[src/design/step_option_pkg.sv]
// Constants for the trigger step option decoder.
// Assumes one 100 MHz clock and a synchronous active-low reset.
// Operation
// RL1 - Wait options 0-4 select PWM event sources
// RL2 - Wait options 7-15 select OC, IC, CMP, ADC, EXTERNAL_IRQ_2
// RL3 - IRQ step options 0-3 raise interrupts 0-3
// RL4 - Five-bit trigger option selects one of 32 outputs
// RL5 - Reserved commands and options execute as no-ops
// RL6 - Toggle mode inverts output, else pulse of width
// RL7 - Wait step stalls until source reaches level
package step_option_pkg;
   localparam int N_SRC = 16;
   localparam int N_IRQ = 4;
   localparam int N_TRIG = 32;
   localparam int PW_BITS = 4;
   localparam logic [3:0] OPT_RSVD_A = 4'h5;
   localparam logic [3:0] OPT_RSVD_B = 4'h6;
   localparam logic [3:0] OPT_IRQ_LAST = 4'h3;
   localparam logic [31:0] TRIG_RESET = 32'h0;

   typedef enum logic [2:0] {
      CMD_NOP = 3'h0,
      CMD_WAIT_HIGH = 3'h1,
      CMD_WAIT_LOW = 3'h2,
      CMD_IRQ = 3'h3,
      CMD_TRIG = 3'h4
   } cmd_t;

   typedef enum logic [1:0] {
      ST_IDLE = 2'h0,
      ST_WAIT = 2'h1,
      ST_PULSE = 2'h2
   } state_t;
endpackage : step_option_pkg

[src/design/event_source_mux.sv]
// Maps a 4-bit wait option onto the event source bus.
// Assumes the sources are already synchronous to clock.
`timescale 1ns/100ps
module event_source_mux (
   // Event sources, bit index equals option code
   input wire logic [15:0] sources,
   // Selection
   input wire logic [3:0] option,
   output logic level,
   output logic reserved
);
   always_comb begin
      // Codes 5 and 6 have no source; they read low but are flagged as no-op
      reserved = (option == step_option_pkg::OPT_RSVD_A) ||
                 (option == step_option_pkg::OPT_RSVD_B); // see RL5
      level = reserved ? 1'b0 : sources[option]; // see RL1 see RL2
   end
endmodule : event_source_mux

[src/design/trigger_step_option_decoder.sv]
// Step option decoder: wait, interrupt and trigger-output step effects.
// Assumes the sequencer presents one command with cmd_valid and waits for cmd_done.
`timescale 1ns/100ps
module trigger_step_option_decoder #(
   parameter int PW_BITS = step_option_pkg::PW_BITS
) (
   // Clock and reset
   input wire logic clock,
   input wire logic rst_b,
   // Command from the sequencer
   input wire logic cmd_valid,
   input wire logic [2:0] cmd,
   input wire logic [4:0] option,
   output logic cmd_done,
   // Configuration levels
   input wire logic toggle_mode_select,
   input wire logic [PW_BITS-1:0] pulse_width_field,
   // Event sources: 0 special event, 1 sync, 2-4 pwm, 7 output_compare_1,
   // 8 oc2, 9 input_capture_1, 10-13 comparator_1..4, 14 adc, 15 external_irq_2
   input wire logic [15:0] event_sources,
   // Effects
   output logic [3:0] seq_irq,
   output logic [31:0] trigger_output_n
);
   // Sequencer state group
   step_option_pkg::state_t state;
   step_option_pkg::state_t next_state;
   logic [PW_BITS-1:0] count;
   logic [PW_BITS-1:0] next_count;
   logic [4:0] held_opt;
   logic [4:0] next_held_opt;
   logic held_high;
   logic next_held_high;
   // Trigger output group
   logic [31:0] trig;
   logic [31:0] next_trig;
   // Interrupt group
   logic [3:0] irq;
   logic [3:0] next_irq;
   // Decoded command
   step_option_pkg::cmd_t c;
   logic is_wait;
   logic is_irq;
   logic is_trig;
   logic is_nop;
   logic irq_in_range;
   logic take;
   // Source selection
   logic [3:0] mux_opt;
   logic src_level;
   logic src_reserved;
   logic level_met;
   logic done;

   function automatic logic [31:0] onehot(input logic [4:0] sel);
      onehot = 32'h1 << sel;
   endfunction : onehot

   function automatic logic [3:0] irq_line(input logic [1:0] sel);
      irq_line = 4'h1 << sel;
   endfunction : irq_line

   // Command decode; codes 0 and 5-7 fall through to a no-op
   always_comb begin
      c = step_option_pkg::cmd_t'(cmd);
      is_wait = (c == step_option_pkg::CMD_WAIT_HIGH) || (c == step_option_pkg::CMD_WAIT_LOW);
      is_irq = (c == step_option_pkg::CMD_IRQ);
      is_trig = (c == step_option_pkg::CMD_TRIG);
      is_nop = !(is_wait || is_irq || is_trig); // see RL5
      irq_in_range = (option[3:0] <= step_option_pkg::OPT_IRQ_LAST);
      take = cmd_valid && (state == step_option_pkg::ST_IDLE);
   end

   // While waiting the held option steers the mux, not the live bus
   always_comb begin
      if (state == step_option_pkg::ST_WAIT) begin
         mux_opt = held_opt[3:0];
      end else begin
         mux_opt = option[3:0];
      end
   end

   event_source_mux u_mux (
      .sources(event_sources),
      .option(mux_opt),
      .level(src_level),
      .reserved(src_reserved)
   );

   always_comb begin
      if (state == step_option_pkg::ST_WAIT) begin
         level_met = (src_level == held_high); // see RL7
      end else begin
         level_met = (src_level == (c == step_option_pkg::CMD_WAIT_HIGH)); // see RL7
      end
   end

   // Interrupt group: one-cycle pulse, options 4..15 do nothing
   always_comb begin
      next_irq = 4'h0;
      if (take && is_irq && irq_in_range) begin
         next_irq = irq_line(option[1:0]); // see RL3
      end
   end

   always_ff @(posedge clock) begin
      if (!rst_b) begin
         irq <= 4'h0;
      end else begin
         irq <= next_irq;
      end
   end

   // Trigger output group
   always_comb begin
      next_trig = trig;
      unique case (state)
         step_option_pkg::ST_IDLE: begin
            // Pulse outputs drop back once no pulse is running
            if (!toggle_mode_select) begin
               next_trig = step_option_pkg::TRIG_RESET;
            end
            if (take && is_trig) begin
               if (toggle_mode_select) begin
                  next_trig = trig ^ onehot(option); // see RL4 see RL6
               end else begin
                  next_trig = onehot(option); // see RL4 see RL6
               end
            end
         end
         step_option_pkg::ST_WAIT: begin
            next_trig = trig;
         end
         step_option_pkg::ST_PULSE: begin
            next_trig = onehot(held_opt); // see RL6
         end
         default: next_trig = trig;
      endcase
   end

   always_ff @(posedge clock) begin
      if (!rst_b) begin
         trig <= step_option_pkg::TRIG_RESET;
      end else begin
         trig <= next_trig;
      end
   end

   // Sequencer state group
   always_comb begin
      next_state = state;
      next_count = count;
      next_held_opt = held_opt;
      next_held_high = held_high;
      done = 1'b0;
      unique case (state)
         step_option_pkg::ST_IDLE: begin
            if (take) begin
               if (is_wait) begin
                  if (src_reserved) begin
                     // Reserved source: completes at once, nothing waited on
                     done = 1'b1; // see RL5
                  end else if (level_met) begin
                     done = 1'b1; // see RL7
                  end else begin
                     next_state = step_option_pkg::ST_WAIT;
                     next_held_opt = option;
                     next_held_high = (c == step_option_pkg::CMD_WAIT_HIGH);
                  end
               end else if (is_trig && !toggle_mode_select && pulse_width_field != '0) begin
                  next_held_opt = option;
                  next_count = pulse_width_field;
                  next_state = step_option_pkg::ST_PULSE;
               end else begin
                  // Interrupt, toggle, zero-width pulse and no-op steps end at once
                  done = 1'b1; // see RL5
               end
            end
         end
         step_option_pkg::ST_WAIT: begin
            if (level_met) begin
               done = 1'b1; // see RL7
               next_state = step_option_pkg::ST_IDLE;
            end
         end
         step_option_pkg::ST_PULSE: begin
            // PULSE state lasts pulse_width_field + 1 cycles; the output stays high one cycle longer
            if (count == '0) begin
               done = 1'b1;
               next_state = step_option_pkg::ST_IDLE;
            end else begin
               next_count = count - PW_BITS'(1);
            end
         end
         default: next_state = step_option_pkg::ST_IDLE;
      endcase
   end

   always_ff @(posedge clock) begin
      if (!rst_b) begin
         state <= step_option_pkg::ST_IDLE;
         count <= '0;
         held_opt <= 5'h0;
         held_high <= 1'b0;
      end else begin
         state <= next_state;
         count <= next_count;
         held_opt <= next_held_opt;
         held_high <= next_held_high;
      end
   end

   assign cmd_done = done;
   assign seq_irq = irq;
   assign trigger_output_n = trig;
endmodule : trigger_step_option_decoder

[config.mk]
export PLATFORM = sky130hd
export DESIGN_NAME = trigger_step_option_decoder
export DESIGN_NICKNAME = d
export VERILOG_FILES = /design/src/design/step_option_pkg.sv /design/src/design/event_source_mux.sv /design/src/design/trigger_step_option_decoder.sv
export SDC_FILE = /design/constraint.sdc
export NUM_CORES = 1
export LEC_CHECK = 0
export BUFFER_PORTS_ARGS = -buffer_cell sky130_fd_sc_hd__buf_4
export CAP_MARGIN = 20
export CORE_MARGIN = 1
export CORE_UTILIZATION = 35
export CTS_BUF_LIST = sky130_fd_sc_hd__clkbuf_4 sky130_fd_sc_hd__clkbuf_8
export DETAILED_ROUTE_END_ITERATION = 10
export GPL_TIMING_DRIVEN = 0
export PLACE_DENSITY = 0.65
export SLEW_MARGIN = 20
export SYNTH_ARGS = -nofsm -noshare
export SYNTH_HDL_FRONTEND = slang
export SYNTH_HIERARCHICAL = 1
export SYNTH_SLANG_ARGS = --single-unit
[constraint.sdc]
create_clock -name clock -period 2.9 [get_ports clock]
set_input_delay 0.29 -clock clock [delete_from_list [all_inputs] [get_ports clock]]
set_output_delay 0.29 -clock clock [all_outputs]
set_load 0.05 [all_outputs]
## Word-level counts from Yosys, hierarchy flattened

Index checks and enable logic that the tools add are counted.

| word-level totals | value |
|---|---|
| logic and storage cells | 90 |
| output and inout bits | 37 |
| flip-flop bits (word level) | 48 |

| cells by class | value |
|---|---|
| equality and inequality tests | 22 |
| magnitude comparators | 2 |
| add/subtract/negate cells | 1 |
| multiplexer cells | 33 |
| bitwise operators | 3 |
| reductions and logical operators | 20 |
| shift-type cells | 3 |

Operators by type and width:

| operator | count |
|---|---|
| 32-bit two-way mux | 3 |
| 32-bit one-hot mux with 2 select lines | 1 |
| 1-bit by 5-bit left shift with 32-bit output, first input constant | 2 |
| 32-bit XOR | 1 |
| 4-bit two-way mux | 5 |
| 5-bit two-way mux | 4 |
| 5-bit AND reduction | 3 |
| 2-bit two-way mux | 7 |
| 2-bit inequality test, second input constant | 7 |
| 1-bit two-way mux | 9 |
| 4-bit by 3-bit == test with 1-bit output, second input constant | 2 |
| 4-bit one-hot mux with 2 select lines | 1 |
| 3-bit by 2-bit == test with 1-bit output, second input constant | 2 |
| 1-bit logical AND | 6 |
| 3-bit by 2-bit inequality test with 1-bit output, second input constant | 2 |
| 3-bit inequality test, second input constant | 2 |
| 2-bit one-hot mux with 3 select lines | 1 |
| 6-bit AND reduction | 1 |
| 4-bit by 5-bit < comparator with 1-bit output, second input constant | 1 |
| 1-bit binary-select mux with 4-bit select | 1 |
| 4-bit by 2-bit less-or-equal comparator with 1-bit output, second input constant | 1 |
| 4-bit zero test | 1 |
| 2-bit AND reduction | 2 |
| 2-bit nonzero test | 2 |
| 14 further kinds | 17 |

## Depth between registers and ports, before layout

Gate-level depths: netlist of run 1.

| logic depth | value |
|---|---|
| word-level depth | 12 |
| depth in mapped cells | 12 |

## Modules after synthesis

Netlist of run 1, hierarchy kept.

Modules (own cells, without submodules):

| module | cells each | sequential area each (sq um) | instances | area each (sq um) |
|---|---|---|---|---|
| trigger_step_option_decoder | 383 | 960.9 | 1 | 3000.4 |
| event_source_mux | 19 | 0.0 | 1 | 186.4 |

## Worst setup path after synthesis of run 1

OpenSTA, ideal clock, no wires.

| timing path | value |
|---|---|
| path kind | reg-to-output |
| start | register state[1] |
| end | output cmd_done |
| required time | 2610 ps |
| arrival | 2696 ps |
| stages on the path, launching flop included | 11 |
| buffers on the path | 2 |
| setup slack | -86 ps |
| cells stage by stage | dfxtp_1 -> nand2b_1 -> buf_4 -> mux2_2 -> buf_6 -> mux4_2 -> a32oi_1 -> o21ai_1 -> xnor2_1 -> a31oi_1 -> a211o_1 |

| between the ends | value |
|---|---|
| longest elaborated chain between the ends | 12 |
| elaborated cells between the ends (all ways) | 19 |

Ends and longest elaborated chain:

| what | RTL line | RTL |
|---|---|---|
| start, declared | trigger_step_option_decoder.sv:26 | `step_option_pkg::state_t state;` |
| start signal, assigned | trigger_step_option_decoder.sv:201 | `state <= step_option_pkg::ST_IDLE;` |
| start signal, assigned | trigger_step_option_decoder.sv:206 | `state <= next_state;` |
| 2-bit by 1-bit == test with 1-bit output (*) | trigger_step_option_decoder.sv:76 | `if (state == step_option_pkg::ST_WAIT) begin` |
| 4-bit two-way mux (*) | trigger_step_option_decoder.sv:76 |  |
| via mux_opt[0] | trigger_step_option_decoder.sv:49 | `logic [3:0] mux_opt;` |
| 1-bit binary-select mux with 4-bit select (tied with other cells) | event_source_mux.sv:16 | `level = reserved ? 1'b0 : sources[option];` |
| 1-bit two-way mux (implied by the code) / 1-bit logical OR (equally long branches) | event_source_mux.sv:16, event_source_mux.sv:14 |  |
| 1-bit two-way mux (*) | event_source_mux.sv:16 |  |
| via src_level | trigger_step_option_decoder.sv:50 | `logic src_level;` |
| 1-bit == test (on tied branches) | trigger_step_option_decoder.sv:94, trigger_step_option_decoder.sv:92 |  |
| 1-bit two-way mux (*) | trigger_step_option_decoder.sv:91 | `if (state == step_option_pkg::ST_WAIT) begin` |
| 1-bit two-way mux (*) | trigger_step_option_decoder.sv:163, trigger_step_option_decoder.sv:181 |  |
| 1-bit two-way mux | trigger_step_option_decoder.sv:160 | `if (src_reserved) begin` |
| 1-bit two-way mux | trigger_step_option_decoder.sv:159 | `if (is_wait) begin` |
| 1-bit two-way mux | trigger_step_option_decoder.sv:158 | `if (take) begin` |
| 1-bit one-hot mux with 3 select lines (*) | trigger_step_option_decoder.sv:156 | `unique case (state)` |
| end, declared | trigger_step_option_decoder.sv:14 | `output logic cmd_done,` |

Mark *: on every way through the listed nets, which the timed path passes. The rest lies on a longest branch. The select of a mux whose other input is x is not followed.

## Worst setup path after layout of run 1

Same ends and word-level chain as after synthesis.

==> run summary, run 1 <==
VDD IR max -> 188 µV
Post-Route WL -> 8820 µm
Met2 usage -> 31.8%
Die ar. -> 0.00949 mm²
H-tree depth -> 2
Setup Slack @ Placement -> -0.267 ns
Worst hold path class -> in -> reg
GRT Residual Overflow -> 0
Share of flip-flops with an asynchronous set or reset -> 0%
Total Power -> 1.41 mW
Post-Synth Adder-Cell Area -> 0.393%
Post-Syn Nets -> 435
Die height -> 97.4 µm
IO Port Bufs -> 65
DP HPWL -> 6490 µm
Clock skew -> 0.00881 ns
Failing checks -> negative setup slack
P_leak -> 1.43 nW
RSZ-0062 raised after global routing -> true
Distinct cells, synth -> 58
Gpl congestion -> 0.867
Share of cells above drive strength 1 -> 23.9%
Width of the die -> 97.4 µm
CP Launch Type -> register
Vias per inst -> 5.29
Final Hold Fails -> 0
Worst Path Arrival -> 2.82 ns
Status -> finished, violations left
Largest net degree at the start of global routing -> 15
Dominant synthesized flop cell -> dfxtp_1
Initial antenna violation count -> 0
Worst setup EP type -> output pin
Rel. slew slack -> 48.2%
Fmax -> 321 MHz
DR iter-0 viols -> 158
Worst-Skew Late Latency -> 0.31 ns
Core area -> 0.00876 mm²
Synth Area in Compound Gates -> 21.5%
Antenna viol nets, final -> 0
Synthesized instance count -> 402
Crit-path max FO -> 6
Most used routing layer -> met2
Post-synth EDFFs -> 0
Layout Cells excl Fill -> 590
TritonCTS buffer count -> 5
GRT met1 Usage -> 24.5%
Post-synthesis simple-gate area fraction -> 27.1%
Global routing usage on met3 -> 3.31%
Most frequent cells in the layout -> 94 x nand2_1, 75 x buf_4, 46 x dfxtp_1, 32 x a22oi_1, 28 x nor2_1
Sequential share of the synthesized area -> 30.2%
Placement Rows -> 34
Starting Density -> 36.4%
# diodes -> 0
Placed cell count -> 575
Synth Register Bits -> 48
Largest stage delay on the critical path -> 0.45 ns
Mapped Area -> 0.00319 mm²
First-pass GRT wire length -> 14,700 µm
DR WL/cell -> 14.9 µm
Post-CTS Hold Buffers -> 0
Critical path data required time -> 2.61 ns
Slack of the critical path -> -0.211 ns
Syn. warnings -> 6
Slew Limit Fails -> 0
Worst Tran Pin Value -> 0.775 ns
CTS tree -> yes
Placed inst area -> 0.00381 mm²
Syn_area_per_cell -> 7.93 µm²
Largest family of logic cells by synthesized area -> simple AND/OR/NAND/NOR gates
Mux contribution to synthesized area -> 6.36%
Total track usage -> 19.2%
Fin nets -> 514
Setup-failing EPs final -> 1
Leading cell type in the layout, fill and taps excluded -> nand2_1
DRC viols -> 0
CP cell instances -> nand2b_4, mux2_4, mux4_2, a32oi_2, o21ai_2, buf_4, xor2_2, nor2_1, a211o_2, buf_8
Synth Area in XOR/XNOR -> 9.62%
Clock sink total -> 48
Vias in the first global route -> 3,027
DR pass1 iterations -> 4
Max-cap violations -> 0
Highest-delay cell along the critical path -> mux4_2
Root Driver -> clkbuf_8
Final worst-path cycle share -> 107%
CTS Buffer Depth -> 2
Layout area overhead -> 26.1%
Final instance area -> 0.00402 mm²
PD cells -> 350 mW/mm²
Minimum clock period -> 3.11 ns
CP Class -> reg -> out
Via count -> 3,124
# IOs -> 69
Clock-pin slew on the worst setup and hold paths -> 0.08 ns
-- metal layers --
| metal | part of all wire [%] | up-vias |
|---|---|---|
| li1 | - | 1551 |
| met1 | 45 | 1449 |
| met2 | 48 | 108 |
| met3 | 5.3 | 16 |
| met4 | 2.2 | 0 |
| met5 | 0 | - |
-- cells in the mapped netlist, types with 2 or more instances --
cell | n | share of area [%]
and4b_1 | 2 | 0.63
nor3b_1 | 4 | 0.94
a21boi_1 | 6 | 1.4
nor3_1 | 8 | 1.3
mux2i_1 | 6 | 1.9
mux2_2 | 4 | 1.4
o21ai_1 | 4 | 0.63
xor2_1 | 16 | 4.4
nand4_1 | 2 | 0.39
clkbuf_1 | 21 | 2.5
a22oi_1 | 32 | 7.5
nor2_1 | 28 | 3.3
o2111ai_1 | 2 | 0.55
xnor2_1 | 19 | 5.2
nand2_1 | 94 | 11
a21boi_0 | 26 | 6.1
buf_4 | 2 | 0.47
nand3_1 | 6 | 0.94
o21ai_0 | 5 | 0.79
nor2b_1 | 6 | 1.2
a31oi_1 | 2 | 0.39
nor3b_2 | 2 | 0.79
inv_1 | 7 | 0.82
buf_2 | 4 | 0.63
dfxtp_1 | 48 | 30
mux4_1 | 2 | 1.6
a21oi_1 | 4 | 0.63
nand3b_1 | 3 | 0.71
nand2b_1 | 8 | 1.6
-- final timing paths --
| path | cells past startpoint | endpoint | slack [ns] | startpoint |
|---|---|---|---|---|
| hold / removal | 3 | count[3] | 0.26 | pulse_width_field[3] |
| hold reg to reg | 2 | count[2] | 0.48 | count[2] |
| setup / recovery | 10 | cmd_done | -0.21 | state[1] |
| setup reg to reg | 10 | held_opt[4] | 0.17 | state[1] |
-- cell families (layout without fill, tap and decap cells) --
| family | count (synthesis) | count (layout) |
|---|---|---|
| AND/OR/NAND/NOR | 177 | 177 |
| AO/OA/AOI/OAI | 91 | 91 |
| flip-flops | 48 | 48 |
| multiplexers | 14 | 14 |
| adder cells (fa/ha/maj) | 1 | 1 |
| buffers and inverters | 36 | 116 |
| XOR/XNOR | 35 | 35 |
-- cell type report --
class / count / area (µm²)
clock inverter: 2 / 35.0
multi-input combinational: 318 / 2100
timing repair buffer: 75 / 571
clock buffer: 6 / 76.3
inverter: 7 / 26.3
sequential: 48 / 968
buffer: 26 / 106
tap: 108 / 135
fill: 854 / 4740
-- what timing repair did --
action / CTS / global route
gates resized for setup: 13 / 1
setup endpoints to repair: 7 / 6
buffers inserted: 7 / 3
cloned: 0 / 0
pin swaps: 6 / 5
-- critical path, delay by kind of cell, from the launching register on --
kind	cells	cell delay, ns
xor gates and xnor gates	1	0.15
AOI/OAI and AO/OA	3	0.66
buffers and inverters	2	0.31
muxes	2	0.80
and+or+nand+nor	2	0.25
DFF	1	0.35
-- through the flow --
| step | util [%] | hold slack, ns | TNS [ns] |
|---|---|---|---|
| global route | 45.9 | 0.281 | -0.304 |
| global placement | 43.5 | 0.462 | -0.786 |
| finish | 45.9 | 0.256 | -0.211 |
| detailed placement | 43.5 | 0.470 | -0.854 |
| floorplan | - | 0.443 | 0 |
| CTS | 45.7 | 0.250 | -0.193 |
-- state kept, by name, indices dropped and copies added (netlist names) --
| signal | flops |
|---|---|
| held_high | 1 |
| seq_irq | 4 |
| count | 4 |
| trigger_output_n | 32 |
| state | 2 |
| held_opt | 5 |
-- report_power, final --
group / internal (mW) / leakage [nW] / switching [mW]
Clock: 0.266 / 0.0586 / 0.228
Combinational: 0.107 / 0.985 / 0.138
Sequential: 0.662 / 0.388 / 0.00553
Total: 1.03 / 1.43 / 0.372
Note: power is estimated with default switching activity, not from simulation.
==> inputs of run 2 (changes only) <==
- REMOVE_ABC_BUFFERS: not set -> 1
==> run 2 against run 1 <==
Against the previous run:
- critical path depth is 1 lower
- flip-flop and latch count stayed put
- routed wire length is 5.1% lower
- global-route usage is 1.4 points lower
- critical endpoint unchanged
- highest routed layer unchanged
- sequential power hardly changed
- setup slack better by 0.17 ns
- sequential share of layout area is 0.75 points higher
- the flow still finishes with violations (negative setup slack)
==> run summary, run 2 (synthesis gave the netlist of run 1 again) <==
Share of power burned in the clock network -> 33.0%
Fmax -> 341 MHz
Slack of the critical path -> -0.0358 ns
Total Power -> 1.33 mW
Sw frac -> 27.0%
VDD IR max -> 155 µV
IO Port Bufs -> 68
Status -> finished, violations left
Internal reg-to-reg setup slack -> 0.28 ns
Logic pwr share -> 16.5%
Seq pwr share -> 50.4%
Critical path data required time -> 2.61 ns
Int Pwr -> 0.968 mW
Reg-to-reg endpoint -> held_opt[1]
CTS Buffer Depth -> 2
# IOs -> 69
Share of cells above drive strength 1 -> 23.8%
DR pass1 iterations -> 5
RSZ-0062 raised after global routing -> true
Area of the multi-input gates -> 0.00211 mm²
Minimum clock period -> 2.94 ns
Fin nets -> 486
Final worst-path cycle share -> 101%
Worst-Skew Late Latency -> 0.30 ns
Largest net degree at the start of global routing -> 53
R2r startpoint -> state[1]
DRC viols -> 0
Most frequent cells in the layout -> 94 x nand2_1, 70 x buf_4, 46 x dfxtp_1, 32 x a22oi_1, 28 x nor2_1
CTS tree -> yes
Antenna viol nets, final -> 0
Sequential cell area -> 968 µm²
CP Launch Type -> register
Failing checks -> negative setup slack
Worst setup EP type -> output pin
Rel. slew slack -> 44.5%
Die height -> 97.4 µm
Vias in the first global route -> 2,886
Fillcell total -> 873
Final cell utilization of the core -> 44.5%
Die ar. -> 0.00949 mm²
Placed cell count -> 551
Root Driver -> clkbuf_8
Worst hold path class -> in -> reg
Placement Rows -> 34
First-pass GRT wire length -> 13,800 µm
Slew Limit Fails -> 0
FF-to-FF path depth -> 9
Vias per inst -> 5.34
CP Class -> reg -> out
Crit-path max FO -> 5
TritonCTS buffer count -> 5
PD cells -> 340 mW/mm²
Leading cell type in the layout, fill and taps excluded -> nand2_1
CP cell instances -> nand2b_4, mux2_4, mux4_2, a32oi_2, o21ai_2, xor2_1, nor2_1, a211o_1, buf_6
Worst Tran Pin Value -> 0.831 ns
Post-Route WL -> 8370 µm
Gpl congestion -> 0.827
Post-CTS Hold Buffers -> 0
Clock skew -> 0.00432 ns
Max-cap violations -> 0
DR WL/cell -> 14.9 µm
Clock sink total -> 48
Initial antenna violation count -> 0
HP Start -> pulse_width_field[1]
WHS Path Cells -> 3
Layout Cells excl Fill -> 562
Sw power -> 0.359 mW
Starting Density -> 36.4%
Total track usage -> 17.8%
DP HPWL -> 5980 µm
Worst Path Arrival -> 2.65 ns
GRT Residual Overflow -> 0
Width of the die -> 97.4 µm
Highest-delay cell along the critical path -> mux4_2
P_leak -> 1.38 nW
Core area -> 0.00876 mm²
Setup-failing EPs final -> 1
Layout area overhead -> 22.3%
Setup Slack @ Placement -> -0.383 ns
Clock-pin slew on the worst setup and hold paths -> 0.09 ns
H-tree depth -> 2
Hold endpoint -> count[1]
Largest stage delay on the critical path -> 0.44 ns
# diodes -> 0
Via count -> 3,002
Final Hold Fails -> 0
Largest register FFs -> 32
DR iter-0 viols -> 140
==> run 2: layer usage <==
layer	track usage [%]	up-vias	wire length (µm)
met1	22.0	1402	3710
met3	3.31	9	390
met2	31.0	92	4150
met4	5.66	0	121
li1	-	1499	-
met5	0	-	0
==> run 2: worst max-delay path, delay by kind of cell, from the launching register on <==
kind / cells / cell delay, ns
and+or+nand+nor: 2 / 0.23
DFF: 1 / 0.36
AOI/OAI and AO/OA: 3 / 0.61
xor gates and xnor gates: 1 / 0.19
buffers and inverters: 1 / 0.16
muxes: 2 / 0.79
==> run 2: power groups by stage <==
stage                     Sequential, mW  Clock (mW)  Combinational [mW]
after floorplan                    0.688           0               0.112
after global placement             0.686           0               0.202
after detailed placement           0.686           0               0.209
after CTS                          0.669       0.452               0.218
after global routing               0.670       0.470               0.240
final                              0.669       0.438               0.219
==> run 2: cell type report <==
cell class	instances	share of cell area, %
multi-input cells	318	54.2
flip-flops and latches	48	24.8
repair buffers	73	14.3
inverters	7	0.674
clock buffers	8	2.50
well taps	108	3.47
==> run 2: worst max-delay path by stage <==
stage / start / endpoint / cells after the start
final: state[1] / cmd_done / 9
after global routing: state[1] / cmd_done / 9
after CTS: state[1] / cmd_done / 9
after detailed placement: state[1] / cmd_done / 9
after global placement: cmd[0] / trigger_output_n[18] / 6
after floorplan: state[1] / cmd_done / 8
==> run 2: timing repair <==
item	4_1_cts	5_1_grt
endpoints found under the hold margin	0	0
pin swaps	4	4
resized for setup	13	3
endpoints found under the setup margin	7	1
buffers inserted	3	0
==> run 2: stage by stage <==
step	TNS (ns)	cell area, µm²	hold slack (ns)
after floorplan	-0.120	3060	0.406
after global placement	-32.98	3700	0.459
after detailed placement	-2.07	3730	0.467
after CTS	-0.0662	3890	0.271
after global routing	-0.171	3900	0.310
final	-0.0358	3900	0.289
